File: src/rtl/abd_pkg.sv
// package: register map, field positions, reset values and rates for the auto-baud detector
package abd_pkg;

    // ----------------------------------------------------------------
    // register byte offsets
    // ----------------------------------------------------------------
    localparam logic [11:0] ABD_OFF_CONTROL = 12'h000;
    localparam logic [11:0] ABD_OFF_DIV_LOW = 12'h004;
    localparam logic [11:0] ABD_OFF_DIV_HIGH = 12'h008;
    localparam logic [11:0] ABD_OFF_RX_BUF = 12'h00c;
    localparam logic [11:0] ABD_OFF_STATUS = 12'h010;
    localparam logic [11:0] ABD_OFF_MASK = 12'h014;

    // ----------------------------------------------------------------
    // baud_control bit positions
    // ----------------------------------------------------------------
    localparam int ABD_BIT_ENABLE = 0;
    localparam int ABD_BIT_WAKE = 1;
    localparam int ABD_BIT_WIDE = 3;
    localparam int ABD_BIT_HSPEED = 4;
    localparam int ABD_BIT_OVF = 7;

    // status / mask bit positions
    localparam int ABD_IRQ_DONE = 0;
    localparam int ABD_IRQ_OVF = 1;
    localparam int ABD_IRQ_WAKE = 2;
    localparam int ABD_IRQ_N = 3;

    // ----------------------------------------------------------------
    // reset values and counts
    // ----------------------------------------------------------------
    localparam logic [15:0] ABD_DIV_RESET = 16'h0000;
    localparam logic [15:0] ABD_COUNT_START = 16'h0001;
    localparam logic [2:0] ABD_EDGES_DONE = 3'h5;
    localparam logic [ABD_IRQ_N-1:0] ABD_MASK_RESET = 3'h0;

    // calibration clock divisions: base clock divided by 512, 128 or 32
    localparam int ABD_DIV_SLOW = 512;
    localparam int ABD_DIV_MID = 128;
    localparam int ABD_DIV_FAST = 32;
    localparam int ABD_PRE_W = 9;

    typedef enum logic [1:0] {
        ABD_RATE_SLOW,
        ABD_RATE_MID,
        ABD_RATE_FAST
    } abd_rate_t;

    typedef struct packed {
        logic enable;
        logic wake;
        logic wide;
        logic hspeed;
    } abd_ctrl_t;

endpackage

File: src/rtl/abd_prescale.sv
// calibration clock divider: one-cycle enable at pclk/512, /128 or /32
`timescale 1ns/100ps
`default_nettype none
module abd_prescale
    import abd_pkg::*;
(
    input wire logic pclk,
    input wire logic presetn,
    input wire logic run,
    input wire abd_pkg::abd_rate_t rate,
    output logic tick
);
    logic [ABD_PRE_W-1:0] cnt_q;
    logic [ABD_PRE_W-1:0] last;

    always_comb begin
        case (rate)
            ABD_RATE_SLOW: last = ABD_PRE_W'(ABD_DIV_SLOW - 1);
            ABD_RATE_MID: last = ABD_PRE_W'(ABD_DIV_MID - 1);
            ABD_RATE_FAST: last = ABD_PRE_W'(ABD_DIV_FAST - 1);
            default: last = ABD_PRE_W'(ABD_DIV_SLOW - 1);
        endcase
    end

    // restarts each measurement so the phase is tied to the first rising edge
    always_ff @(posedge pclk or negedge presetn) begin
        if (!presetn) begin
            cnt_q <= '0;
        end else if (!run || cnt_q >= last) begin
            cnt_q <= '0;
        end else begin
            cnt_q <= cnt_q + 1'b1;
        end
    end

    assign tick = run && (cnt_q == last);

    chk_tick_gap: assert property (@(posedge pclk) disable iff (!presetn)
        tick && rate == ABD_RATE_FAST && $stable(rate) |=> !tick [*8]
    ) else $error("calibration tick came too soon");
endmodule
`default_nettype wire

File: src/rtl/abd_sync.sv
// two-stage synchroniser with rising and falling edge pulses for the receive line
`timescale 1ns/100ps
`default_nettype none
module abd_sync (
    input wire logic pclk,
    input wire logic presetn,
    input wire logic din,
    output logic level,
    output logic rise,
    output logic fall
);
    logic meta_q;
    logic sync_q;
    logic prev_q;

    // idle line is high, so reset to one to avoid a false edge
    always_ff @(posedge pclk or negedge presetn) begin
        if (!presetn) begin
            meta_q <= 1'b1;
            sync_q <= 1'b1;
            prev_q <= 1'b1;
        end else begin
            meta_q <= din;
            sync_q <= meta_q;
            prev_q <= sync_q;
        end
    end

    assign level = sync_q;
    assign rise = sync_q & ~prev_q;
    assign fall = ~sync_q & prev_q;

    chk_rise_once: assert property (@(posedge pclk) disable iff (!presetn)
        rise |=> !rise) else $error("rise pulse lasted two cycles");
endmodule
`default_nettype wire

File: src/rtl/abd_top.sv
// auto-baud detector: apb registers, sync-character timing, overflow and receive flag
`timescale 1ns/100ps
`default_nettype none
module abd_top
    import abd_pkg::*;
(
    input wire logic pclk,
    input wire logic presetn,
    input wire logic psel,
    input wire logic penable,
    input wire logic pwrite,
    input wire logic [11:0] paddr,
    input wire logic [31:0] pwdata,
    output logic [31:0] prdata,
    output logic pready,
    output logic pslverr,
    input wire logic rx_in,
    output logic rx_idle_hold,
    output logic irq
);
    import abd_pkg::*;

    // ----------------------------------------------------------------
    // state
    // ----------------------------------------------------------------
    typedef enum {
        ABD_ST_OFF,
        ABD_ST_BREAK,
        ABD_ST_START,
        ABD_ST_FIRST,
        ABD_ST_COUNT
    } abd_state_t;

    abd_state_t state_q;
    abd_ctrl_t ctrl_q;
    logic ovf_q;
    logic rx_flag_q;
    logic [15:0] div_q;
    logic [2:0] edges_q;
    logic [ABD_IRQ_N-1:0] status_q;
    logic [ABD_IRQ_N-1:0] mask_q;
    logic [31:0] prdata_q;

    logic rx_rise;
    logic rx_fall;
    logic tick;
    abd_rate_t rate;
    logic wr_en;
    logic rd_en;
    logic done_ev;
    logic ovf_ev;
    logic wake_ev;
    logic counting;
    logic wr_ctrl;

    // ----------------------------------------------------------------
    // bus decode
    // ----------------------------------------------------------------
    assign pready = 1'b1;
    assign wr_en = psel && penable && pwrite;
    assign rd_en = psel && penable && !pwrite;
    assign wr_ctrl = wr_en && paddr == ABD_OFF_CONTROL;

    always_comb begin
        case (paddr)
            ABD_OFF_CONTROL, ABD_OFF_DIV_LOW, ABD_OFF_DIV_HIGH,
            ABD_OFF_RX_BUF, ABD_OFF_STATUS, ABD_OFF_MASK: pslverr = 1'b0;
            default: pslverr = psel && penable;
        endcase
    end

    abd_sync u_sync (
        .pclk(pclk),
        .presetn(presetn),
        .din(rx_in),
        .level(),
        .rise(rx_rise),
        .fall(rx_fall)
    );

    always_comb begin
        case ({ctrl_q.wide, ctrl_q.hspeed})
            2'b00: rate = ABD_RATE_SLOW;
            2'b11: rate = ABD_RATE_FAST;
            default: rate = ABD_RATE_MID;
        endcase
    end

    assign counting = state_q == ABD_ST_COUNT;

    abd_prescale u_pre (
        .pclk(pclk),
        .presetn(presetn),
        .run(counting),
        .rate(rate),
        .tick(tick)
    );

    // ----------------------------------------------------------------
    // calibration sequencer
    // ----------------------------------------------------------------
    assign done_ev = counting && rx_rise && edges_q == ABD_EDGES_DONE - 3'h1;
    assign ovf_ev = counting && tick && div_q == 16'hffff && !done_ev;
    assign wake_ev = ctrl_q.wake && rx_rise;
    // held from the enabling write on, so no cycle slips before the sequencer moves
    assign rx_idle_hold = ctrl_q.enable || ctrl_q.wake || state_q != ABD_ST_OFF;

    always_ff @(posedge pclk or negedge presetn) begin
        if (!presetn) begin
            state_q <= ABD_ST_OFF;
        end else if (!ctrl_q.enable) begin
            state_q <= ABD_ST_OFF;
        end else begin
            case (state_q)
                ABD_ST_OFF: state_q <= ctrl_q.wake ? ABD_ST_BREAK : ABD_ST_START;
                // a wake bit cleared by software must not strand the sequencer here
                ABD_ST_BREAK: if (wake_ev || !ctrl_q.wake) state_q <= ABD_ST_START;
                ABD_ST_START: if (rx_fall) state_q <= ABD_ST_FIRST;
                ABD_ST_FIRST: if (rx_rise) state_q <= ABD_ST_COUNT;
                ABD_ST_COUNT: if (done_ev) state_q <= ABD_ST_OFF;
                default: state_q <= ABD_ST_OFF;
            endcase
        end
    end

    always_ff @(posedge pclk or negedge presetn) begin
        if (!presetn) begin
            edges_q <= '0;
        end else if (state_q == ABD_ST_FIRST && rx_rise) begin
            edges_q <= 3'h1;
        end else if (counting && rx_rise) begin
            edges_q <= edges_q + 3'h1;
        end
    end

    // divisor pair: one 16-bit counter during calibration, else software-written
    always_ff @(posedge pclk or negedge presetn) begin
        if (!presetn) begin
            div_q <= ABD_DIV_RESET;
        end else if (state_q == ABD_ST_FIRST && rx_rise) begin
            div_q <= ABD_COUNT_START;
        end else if (counting) begin
            if (tick) begin
                div_q <= div_q + 16'h0001;
            end
        end else if (wr_en && paddr == ABD_OFF_DIV_LOW) begin
            div_q[7:0] <= pwdata[7:0];
        end else if (wr_en && paddr == ABD_OFF_DIV_HIGH) begin
            div_q[15:8] <= pwdata[7:0];
        end
    end

    // ----------------------------------------------------------------
    // control bits
    // ----------------------------------------------------------------
    always_ff @(posedge pclk or negedge presetn) begin
        if (!presetn) begin
            ctrl_q <= '0;
        end else begin
            if (wr_ctrl) begin
                ctrl_q.wide <= pwdata[ABD_BIT_WIDE];
                ctrl_q.hspeed <= pwdata[ABD_BIT_HSPEED];
            end
            if (done_ev) begin
                ctrl_q.enable <= 1'b0;
            end else if (wr_ctrl) begin
                ctrl_q.enable <= pwdata[ABD_BIT_ENABLE];
            end
            if (wake_ev) begin
                ctrl_q.wake <= 1'b0;
            end else if (wr_ctrl) begin
                ctrl_q.wake <= pwdata[ABD_BIT_WAKE];
            end
        end
    end

    // clear refused while enable is still set; set wins over clear
    always_ff @(posedge pclk or negedge presetn) begin
        if (!presetn) begin
            ovf_q <= 1'b0;
        end else if (ovf_ev) begin
            ovf_q <= 1'b1;
        end else if (wr_ctrl && !pwdata[ABD_BIT_OVF] && !ctrl_q.enable) begin
            ovf_q <= 1'b0;
        end
    end

    always_ff @(posedge pclk or negedge presetn) begin
        if (!presetn) begin
            rx_flag_q <= 1'b0;
        end else if (done_ev) begin
            rx_flag_q <= 1'b1;
        end else if (rd_en && paddr == ABD_OFF_RX_BUF) begin
            rx_flag_q <= 1'b0;
        end
    end

    // ----------------------------------------------------------------
    // interrupts: sticky status cleared by reading it
    // ----------------------------------------------------------------
    logic [ABD_IRQ_N-1:0] ev_vec;
    assign ev_vec = {wake_ev, ovf_ev, done_ev};

    always_ff @(posedge pclk or negedge presetn) begin
        if (!presetn) begin
            status_q <= '0;
        end else if (rd_en && paddr == ABD_OFF_STATUS) begin
            // only bits the read returned are cleared; later events survive
            status_q <= (status_q & ~prdata_q[ABD_IRQ_N-1:0]) | ev_vec;
        end else begin
            status_q <= status_q | ev_vec;
        end
    end

    always_ff @(posedge pclk or negedge presetn) begin
        if (!presetn) begin
            mask_q <= ABD_MASK_RESET;
        end else if (wr_en && paddr == ABD_OFF_MASK) begin
            mask_q <= pwdata[ABD_IRQ_N-1:0];
        end
    end

    assign irq = |(status_q & mask_q);

    // ----------------------------------------------------------------
    // read data, registered at the setup phase
    // ----------------------------------------------------------------
    always_ff @(posedge pclk or negedge presetn) begin
        if (!presetn) begin
            prdata_q <= '0;
        end else if (psel && !penable && !pwrite) begin
            prdata_q <= '0;
            case (paddr)
                ABD_OFF_CONTROL: begin
                    prdata_q[ABD_BIT_ENABLE] <= ctrl_q.enable;
                    prdata_q[ABD_BIT_WAKE] <= ctrl_q.wake;
                    prdata_q[ABD_BIT_WIDE] <= ctrl_q.wide;
                    prdata_q[ABD_BIT_HSPEED] <= ctrl_q.hspeed;
                    prdata_q[ABD_BIT_OVF] <= ovf_q;
                end
                ABD_OFF_DIV_LOW: prdata_q[7:0] <= div_q[7:0];
                ABD_OFF_DIV_HIGH: prdata_q[7:0] <= div_q[15:8];
                ABD_OFF_RX_BUF: prdata_q[8] <= rx_flag_q;
                ABD_OFF_STATUS: prdata_q[ABD_IRQ_N-1:0] <= status_q;
                ABD_OFF_MASK: prdata_q[ABD_IRQ_N-1:0] <= mask_q;
                default: prdata_q <= '0;
            endcase
        end
    end

    assign prdata = prdata_q;

    // ----------------------------------------------------------------
    // checks
    // ----------------------------------------------------------------
    chk_done_clears: assert property (@(posedge pclk) disable iff (!presetn)
        done_ev |=> !ctrl_q.enable && rx_flag_q && state_q == ABD_ST_OFF
    ) else $error("completion did not finish the sequence");
    chk_start_one: assert property (@(posedge pclk) disable iff (!presetn)
        state_q == ABD_ST_FIRST && rx_rise && ctrl_q.enable |=> div_q == 16'h0001
    ) else $error("counter did not start at one");
    chk_ovf_sets: assert property (@(posedge pclk) disable iff (!presetn)
        ovf_ev |=> ovf_q && div_q == 16'h0000
    ) else $error("overflow not flagged or no wrap");
    chk_ovf_hold: assert property (@(posedge pclk) disable iff (!presetn)
        ovf_q && ctrl_q.enable |=> ovf_q
    ) else $error("overflow cleared while enabled");
    chk_rd_clear: assert property (@(posedge pclk) disable iff (!presetn)
        rd_en && paddr == ABD_OFF_RX_BUF && !done_ev |=> !rx_flag_q
    ) else $error("receive flag not cleared by read");
    chk_idle_hold: assert property (@(posedge pclk) disable iff (!presetn)
        ctrl_q.enable |-> rx_idle_hold
    ) else $error("receiver not held idle");
    chk_wake_clear: assert property (@(posedge pclk) disable iff (!presetn)
        ctrl_q.wake && rx_rise |=> !ctrl_q.wake
    ) else $error("wake enable survived rising edge");
    chk_count_step: assert property (@(posedge pclk) disable iff (!presetn)
        counting && !tick && !done_ev |=> $stable(div_q)
    ) else $error("counter moved without tick");

    // ----------------------------------------------------------------
    // sequencer, counter, clock-rate and status checks
    // ----------------------------------------------------------------
    chk_enable_go: assert property (@(posedge pclk) disable iff (!presetn)
        ctrl_q.enable && state_q == ABD_ST_OFF |=> state_q != ABD_ST_OFF
    ) else $error("enable did not start calibration");
    chk_off_idle: assert property (@(posedge pclk) disable iff (!presetn)
        !ctrl_q.enable |=> state_q == ABD_ST_OFF
    ) else $error("sequencer ran without enable");
    chk_break_wait: assert property (@(posedge pclk) disable iff (!presetn)
        state_q == ABD_ST_BREAK && ctrl_q.enable && ctrl_q.wake && !rx_rise
            |=> state_q == ABD_ST_BREAK
    ) else $error("calibration began before break ended");
    chk_start_fall: assert property (@(posedge pclk) disable iff (!presetn)
        state_q == ABD_ST_START && ctrl_q.enable && rx_fall |=> state_q == ABD_ST_FIRST
    ) else $error("start bit not taken");
    chk_first_wait: assert property (@(posedge pclk) disable iff (!presetn)
        state_q == ABD_ST_FIRST && ctrl_q.enable && !rx_rise |=> state_q == ABD_ST_FIRST
    ) else $error("counting began before first rising edge");
    chk_no_early: assert property (@(posedge pclk) disable iff (!presetn)
        counting && ctrl_q.enable && rx_rise && !done_ev |=> state_q == ABD_ST_COUNT
    ) else $error("calibration ended before fifth rising edge");
    chk_tick_step: assert property (@(posedge pclk) disable iff (!presetn)
        counting && tick |=> div_q == $past(div_q) + 16'h0001
    ) else $error("counter did not advance on tick");
    chk_ovf_count: assert property (@(posedge pclk) disable iff (!presetn)
        counting && ctrl_q.enable && ovf_q && !done_ev |=> state_q == ABD_ST_COUNT
    ) else $error("counting stopped after overflow");
    chk_rate_pick: assert property (@(posedge pclk) disable iff (!presetn)
        rate == (ctrl_q.wide ? (ctrl_q.hspeed ? ABD_RATE_FAST : ABD_RATE_MID)
            : (ctrl_q.hspeed ? ABD_RATE_MID : ABD_RATE_SLOW))
    ) else $error("wrong calibration clock picked");
    chk_ovf_clear: assert property (@(posedge pclk) disable iff (!presetn)
        wr_ctrl && !pwdata[ABD_BIT_OVF] && !ctrl_q.enable && !ovf_ev |=> !ovf_q
    ) else $error("overflow flag not cleared by write");
    chk_status_keep: assert property (@(posedge pclk) disable iff (!presetn)
        status_q[ABD_IRQ_DONE] && !rd_en |=> status_q[ABD_IRQ_DONE]
    ) else $error("done status lost before read");
    chk_status_read: assert property (@(posedge pclk) disable iff (!presetn)
        rd_en && paddr == ABD_OFF_STATUS && prdata_q[ABD_IRQ_DONE] && !done_ev
            |=> !status_q[ABD_IRQ_DONE]
    ) else $error("done status not cleared by read");
endmodule
`default_nettype wire

File: config.mk
export PLATFORM = sky130hd
export DESIGN_NAME = abd_top
export DESIGN_NICKNAME = d
export VERILOG_FILES = /design/src/rtl/abd_pkg.sv /design/src/rtl/abd_prescale.sv /design/src/rtl/abd_sync.sv /design/src/rtl/abd_top.sv
export SDC_FILE = /design/constraint.sdc
export NUM_CORES = 1
export LEC_CHECK = 0
export BUFFER_PORTS_ARGS = -buffer_cell sky130_fd_sc_hd__buf_2
export CORE_MARGIN = 3
export CORE_UTILIZATION = 54
export CTS_CLUSTER_DIAMETER = 150
export CTS_CLUSTER_SIZE = 16
export DETAILED_ROUTE_END_ITERATION = 8
export PLACE_DENSITY_LB_ADDON = 0.05
export SYNTH_ARGS = -nofsm -noshare
export SYNTH_HDL_FRONTEND = slang
export SYNTH_SLANG_ARGS = --single-unit
File: constraint.sdc
create_clock -name pclk -period 3.3 [get_ports pclk]
set_clock_uncertainty 0.15 [all_clocks]
set_input_delay 0.99 -clock pclk [delete_from_list [all_inputs] [get_ports pclk]]
set_output_delay 0.99 -clock pclk [all_outputs]
set_load 0.05 [all_outputs]
# Word level (Yosys, flattened, before mapping)

Cells that the tools add are included.

Logic and storage cells: 135
Input port bits: 50
Flip-flop bits (word level): 84
Output and inout port bits: 36

Equality and inequality tests: 23
$lt $le $gt $ge: 1
Bitwise gates (word level): 9
Muxes and demuxes: 34
Add/sub/neg operators: 3
Reductions and logical operators: 48

Operators by type and width:

| cell                                                  | number |
|---|---|
| two-way mux 32 bit                                    | 5 |
| one-hot mux 32 bit (5 select lines)                   | 1 |
| equality test 32 x 2 -> 1 bit (second input constant) | 2 |
| equality test 32 x 3 -> 1 bit (second input constant) | 2 |
| two-way mux 16 bit                                    | 3 |
| equality test 32 x 1 -> 1 bit (second input constant) | 1 |
| equality test 32 x 4 -> 1 bit (second input constant) | 1 |
| logical NOT 32 bit                                    | 1 |
| nonzero test 32 bit                                   | 1 |
| equality test 12 x 4 -> 1 bit (second input constant) | 2 |
| equality test 12 x 5 -> 1 bit (second input constant) | 2 |
| two-way mux 8 bit                                     | 3 |
| logical AND 1 bit                                     | 21 |
| one-hot mux 9 bit (2 select lines)                    | 1 |
| adder 16 x 1 -> 16 bit (second input constant)        | 1 |
| equality test 16 bit (second input constant)          | 1 |
| inequality test 3 bit (second input constant)         | 5 |
| equality test 12 x 3 -> 1 bit (second input constant) | 1 |
| logical NOT 12 bit                                    | 1 |
| two-way mux 1 bit                                     | 10 |
| one-hot mux 2 bit (5 select lines)                    | 1 |
| nonzero test 2 bit                                    | 5 |
| adder 9 x 1 -> 9 bit (second input constant)          | 1 |
| equality test 9 bit                                   | 1 |
| other kinds (27)                                      | 45 |

# Longest topological paths before layout

Word-level depth: 11
Gate-level depth with buffers: 8

# Cells and area by module

A second synthesis with hierarchy kept.

Cells, all modules: 385
Area, all modules: 3514.6 um2

By module, submodules not included:

| module       | cells an instance | area each (um2) | times used | sequential area each (um2) |
|---|---|---|---|---|
| abd_top      | 323               | 2835.2          | 1          | 1076.0 |
| abd_prescale | 57                | 585.6           | 1          | 225.2 |
| abd_sync     | 5                 | 93.8            | 1          | 78.8 |

# Worst setup path after synthesis

OpenSTA, ideal clock, no wires.

Path type: input to output
From: input paddr[0]
To: output pslverr
Buffers on the path: 1
Path slack: -270 ps
Arrival time: 2430 ps
Stages: 4
Required time: 2160 ps
Cells stage by stage: or4_4 > nor4_4 > buf_4 > nor3_1

Longest elaborated chain between the ends: 3

Ends and longest elaborated chain:

| item                                                        | line          | RTL |
|---|---|---|
| start: declaration                                          | abd_top.sv:12 | `input wire logic [11:0] paddr,` |
| equality test 12 x 3 -> 1 bit, or another cell as far along | abd_top.sv:65 | `case (paddr)` |
| OR reduction 6 bit (*)                                      | abd_top.sv:65 |  |
| two-way mux 1 bit (*)                                       | abd_top.sv:65 |  |
| end: declaration                                            | abd_top.sv:16 | `output logic pslverr,` |

Mark *: on every way between the ends. The rest lies on a longest branch, timed or not.

# Final worst setup path

From: input paddr[8]
To: output pslverr

Same word-level chain as after synthesis.

==> flow_summary.yaml <==
status:
  status: "finished, final reports clean"
floorplan:
  rows: 28
  die_width_um: 85.8
  chipHeight_um: 85.8
  initial_core_util_pct: 57.0
  fp.coreArea_um2: 6030
  pin_count: 86
  dieArea_um2: 7350
yosys:
  synth_area_per_cell_um2: 9.11
  synth_area_um2: 3430
  share_of_synthesized_registers_carrying_an_async_set_or_reset_pct: 100
  synthFlopType: "dfrtp_1"
  synth_seq_cells: 55
  synthDistinctLibCells: 60
  count_of_yosys_warnings_during_synthesis: 0
  synth_sequential_area_ratio_pct: 40.2
  post_synthesis_cell_type_with_the_largest_combined_area: "dfrtp_1"
  synth_top_cell_area_share_pct: 37.9
  synth_edf_count: 0
  synthTopCellsByArea: "dfrtp_1 (38%), buf_4 (5.5%), nand2_1 (4.6%)"
  netlist_instances: 377
pwr:
  internal_cell_power_uw: 920
  design_power_total_uw: 1280
  peakVddDrop_mv: 0.245
  switching_share_pct: 28.2
  netSwitchingPower_uw: 361
  leakagePower_uw: 0.00182
  logic_gate_share_of_total_power_pct: 14.7
  seq_power_share_pct: 54.0
  cellPowerDensity_nw_per_um2: 337
  clockPowerShare_pct: 31.3
grt:
  globalRouteTotalUtil_pct: 22.8
  residual_overflow_from_global_routing: 0
  grt_pass1_wl_mm: 13.4
  grt_max_degree: 30
  antenna_found_initial: 0
  vias_in_the_first_global_route: 2796
final_layout:
  finalNetCount: 471
  seqCellArea_um2: 1380
  layout.cells.most_common: "dfrtp_1"
  layout.cells.most_common_list: "dfrtp_1 (52), nand2_1 (42), buf_2 (34)"
  drive_above_1_share_pct: 20.9
  area.growth.synth_to_final_pct: 10.7
  multi_input_logic_area_um2: 1870
  n_antenna_cell: 0
  fillers: 539
  stdcell_count: 491
placement:
  post-place-cells: 482
  dp_hpwl_mm: 5.92
  finalWeightedCongestion: 0.921
  placement.io_buffers: 37
routing:
  postRouteWirelength_mm: 8.06
  detailedRoute.firstIterationViolations: 189
  drt.antenna.violating_nets: 0
  routed-via-count: 2907
  drt-pass1-iter-count: 7
  via_per_inst: 5.92
  routed_wire_length_per_instance_um: 16.4
  drcViolationCount: 0
sta:
  final_min_period_over_clock_period_pct: 99.9
  timing.final.setup_violations: 0
  timing.final.hold_violations: 0
  unrepaired_setup_endpoints_after_global_routing: "yes"
  slew_violations: 0
  max-slew-margin-rel_pct: 52.8
  max_freq_mhz: 303
  final_total_negative_setup_slack_ns: 0
  tightestPinTransition_ns: 0.707
  post-route-min-period_ns: 3.30
critical_path:
  setup.worst_path.start_class: "input port"
  critPathMaxFanout: 3
  worst_ep_arrival_time_ns: 2.16
  worst-endpoint-required_ns: 2.16
  timing.setup.critical_path_class: "in2out"
  critPathCaptureType: "primary output"
job:
  drv.max_cap_violation_count: 0
clocking:
  ctsHtreeMaxLevel: 2
  tritoncts_clock_tree: "done"
  numCtsBuffers: 5
  cts_buffer_depth: 2
  clk_latency_ns: 0.31
  cts.reportedPaths.clkPinSlew_ns: 0.09
  holdBufCountCts: 0
  clock_tree_root_buffer_cell: "clkbuf_8"
  numClockSinks: 55
hold_path:
  hp-class: "reg2reg"
sequential cells by signal (all words and copies together) (netlist names), 3 cells and up:
register and count:
state_q 3, status_q 3, prdata 9, ctrl_q 4, u_pre.cnt_q 9, edges_q 3, div_q 16, mask_q 3
through the flow:
| stage | worst slack, ns | hold slack, ns | utilization, % | cell area, µm² |
|---|---|---|---|---|
| 4_1_cts | 0.00129 | 0.216 | 62.9 | 3790 |
| 6_report | 0.00307 | 0.212 | 63.1 | 3800 |
| 3_3_place_gp | -0.104 | 0.200 | 60.9 | 3670 |
| 3_5_place_dp | -0.114 | 0.202 | 60.9 | 3670 |
| 5_1_grt | -0.0265 | 0.219 | 63.1 | 3800 |
| 2_1_floorplan | -0.0251 | 0.195 | - | 3530 |
final timing paths:
| path | start | end | slack, ns | cells past startpoint |
|---|---|---|---|---|
| max in group asynchronous | presetn | state_q[1] | 1.88 | 2 |
| worst min-delay path | u_sync.meta_q | u_sync.level | 0.21 | 0 |
| worst min register to register | u_sync.meta_q | u_sync.level | 0.21 | 0 |
| worst max-delay path | paddr[8] | pslverr | 0.003 | 5 |
| worst max register to register | ctrl_q[0] | u_pre.cnt_q[4] | 0.67 | 6 |
| min in group asynchronous | presetn | prdata[5] | 0.54 | 1 |
cells by family after synthesis:
kind of cell / after synthesis / synth area share, %
AND/OR/NAND/NOR: 141 / 21.7
adder cells (fa/ha/maj): 6 / 2.19
XOR/XNOR: 9 / 2.30
other: 2 / 0.219
buffers and inverters: 50 / 8.27
multiplexers: 17 / 5.28
AO/OA/AOI/OAI: 97 / 19.9
flip-flops: 55 / 40.2
routing by layer:
metal | part of all wire (%) | track usage, %
met5 | 0 | 0
met2 | 47 | 36.4
met1 | 45 | 31.2
met4 | 1.7 | 8.35
met3 | 6.3 | 3.94
worst max-delay path: stages:
cell,delay (ns)
buf_6,0.09
or4_4,0.57
nor4_4,0.27
nor3_2,0.08
buf_6,0.16
power by group through the flow:
stage / sequential, µW / clock, µW / combinational [µW]
finish: 691 / 401 / 189
global route: 693 / 442 / 202
floorplan: 732 / 0 / 123
detailed placement: 704 / 0 / 186
global placement: 704 / 0 / 185
CTS: 691 / 419 / 189
Yosys cell counts, types with 3 or more instances:
cell,number
a211oi_1,3
a21oi_1,19
a221oi_1,4
a2bb2oi_1,4
a31oi_1,8
and2_1,5
and3_1,6
and4_1,4
buf_4,25
clkbuf_1,15
dfrtp_1,52
dfstp_2,3
ha_1,6
inv_1,7
mux2_2,9
mux2i_1,8
nand2_1,42
nand2b_1,3
nand3_1,13
nand4_1,6
nor2_1,31
nor2b_1,5
nor3_1,8
o21ai_0,18
o21ai_1,4
o31a_1,6
o31ai_1,8
o32a_1,3
or2_2,3
xnor2_1,3
xor2_1,6
final cells by class:
class / count / share of cell area [%]
Sequential cell: 55 / 36.3
Clock buffer: 8 / 2.63
Tap cell: 75 / 2.47
Timing Repair Buffer: 52 / 8.65
Inverter: 7 / 0.691
Multi-Input combinational cell: 294 / 49.3
timing repair:
item,in CTS,in global routing
pin swaps,4,3
setup endpoints to repair,1,1
gates resized for setup,4,1
gates cloned,0,0
setup buffers,0,1
Power figures use the tool's default switching activity.
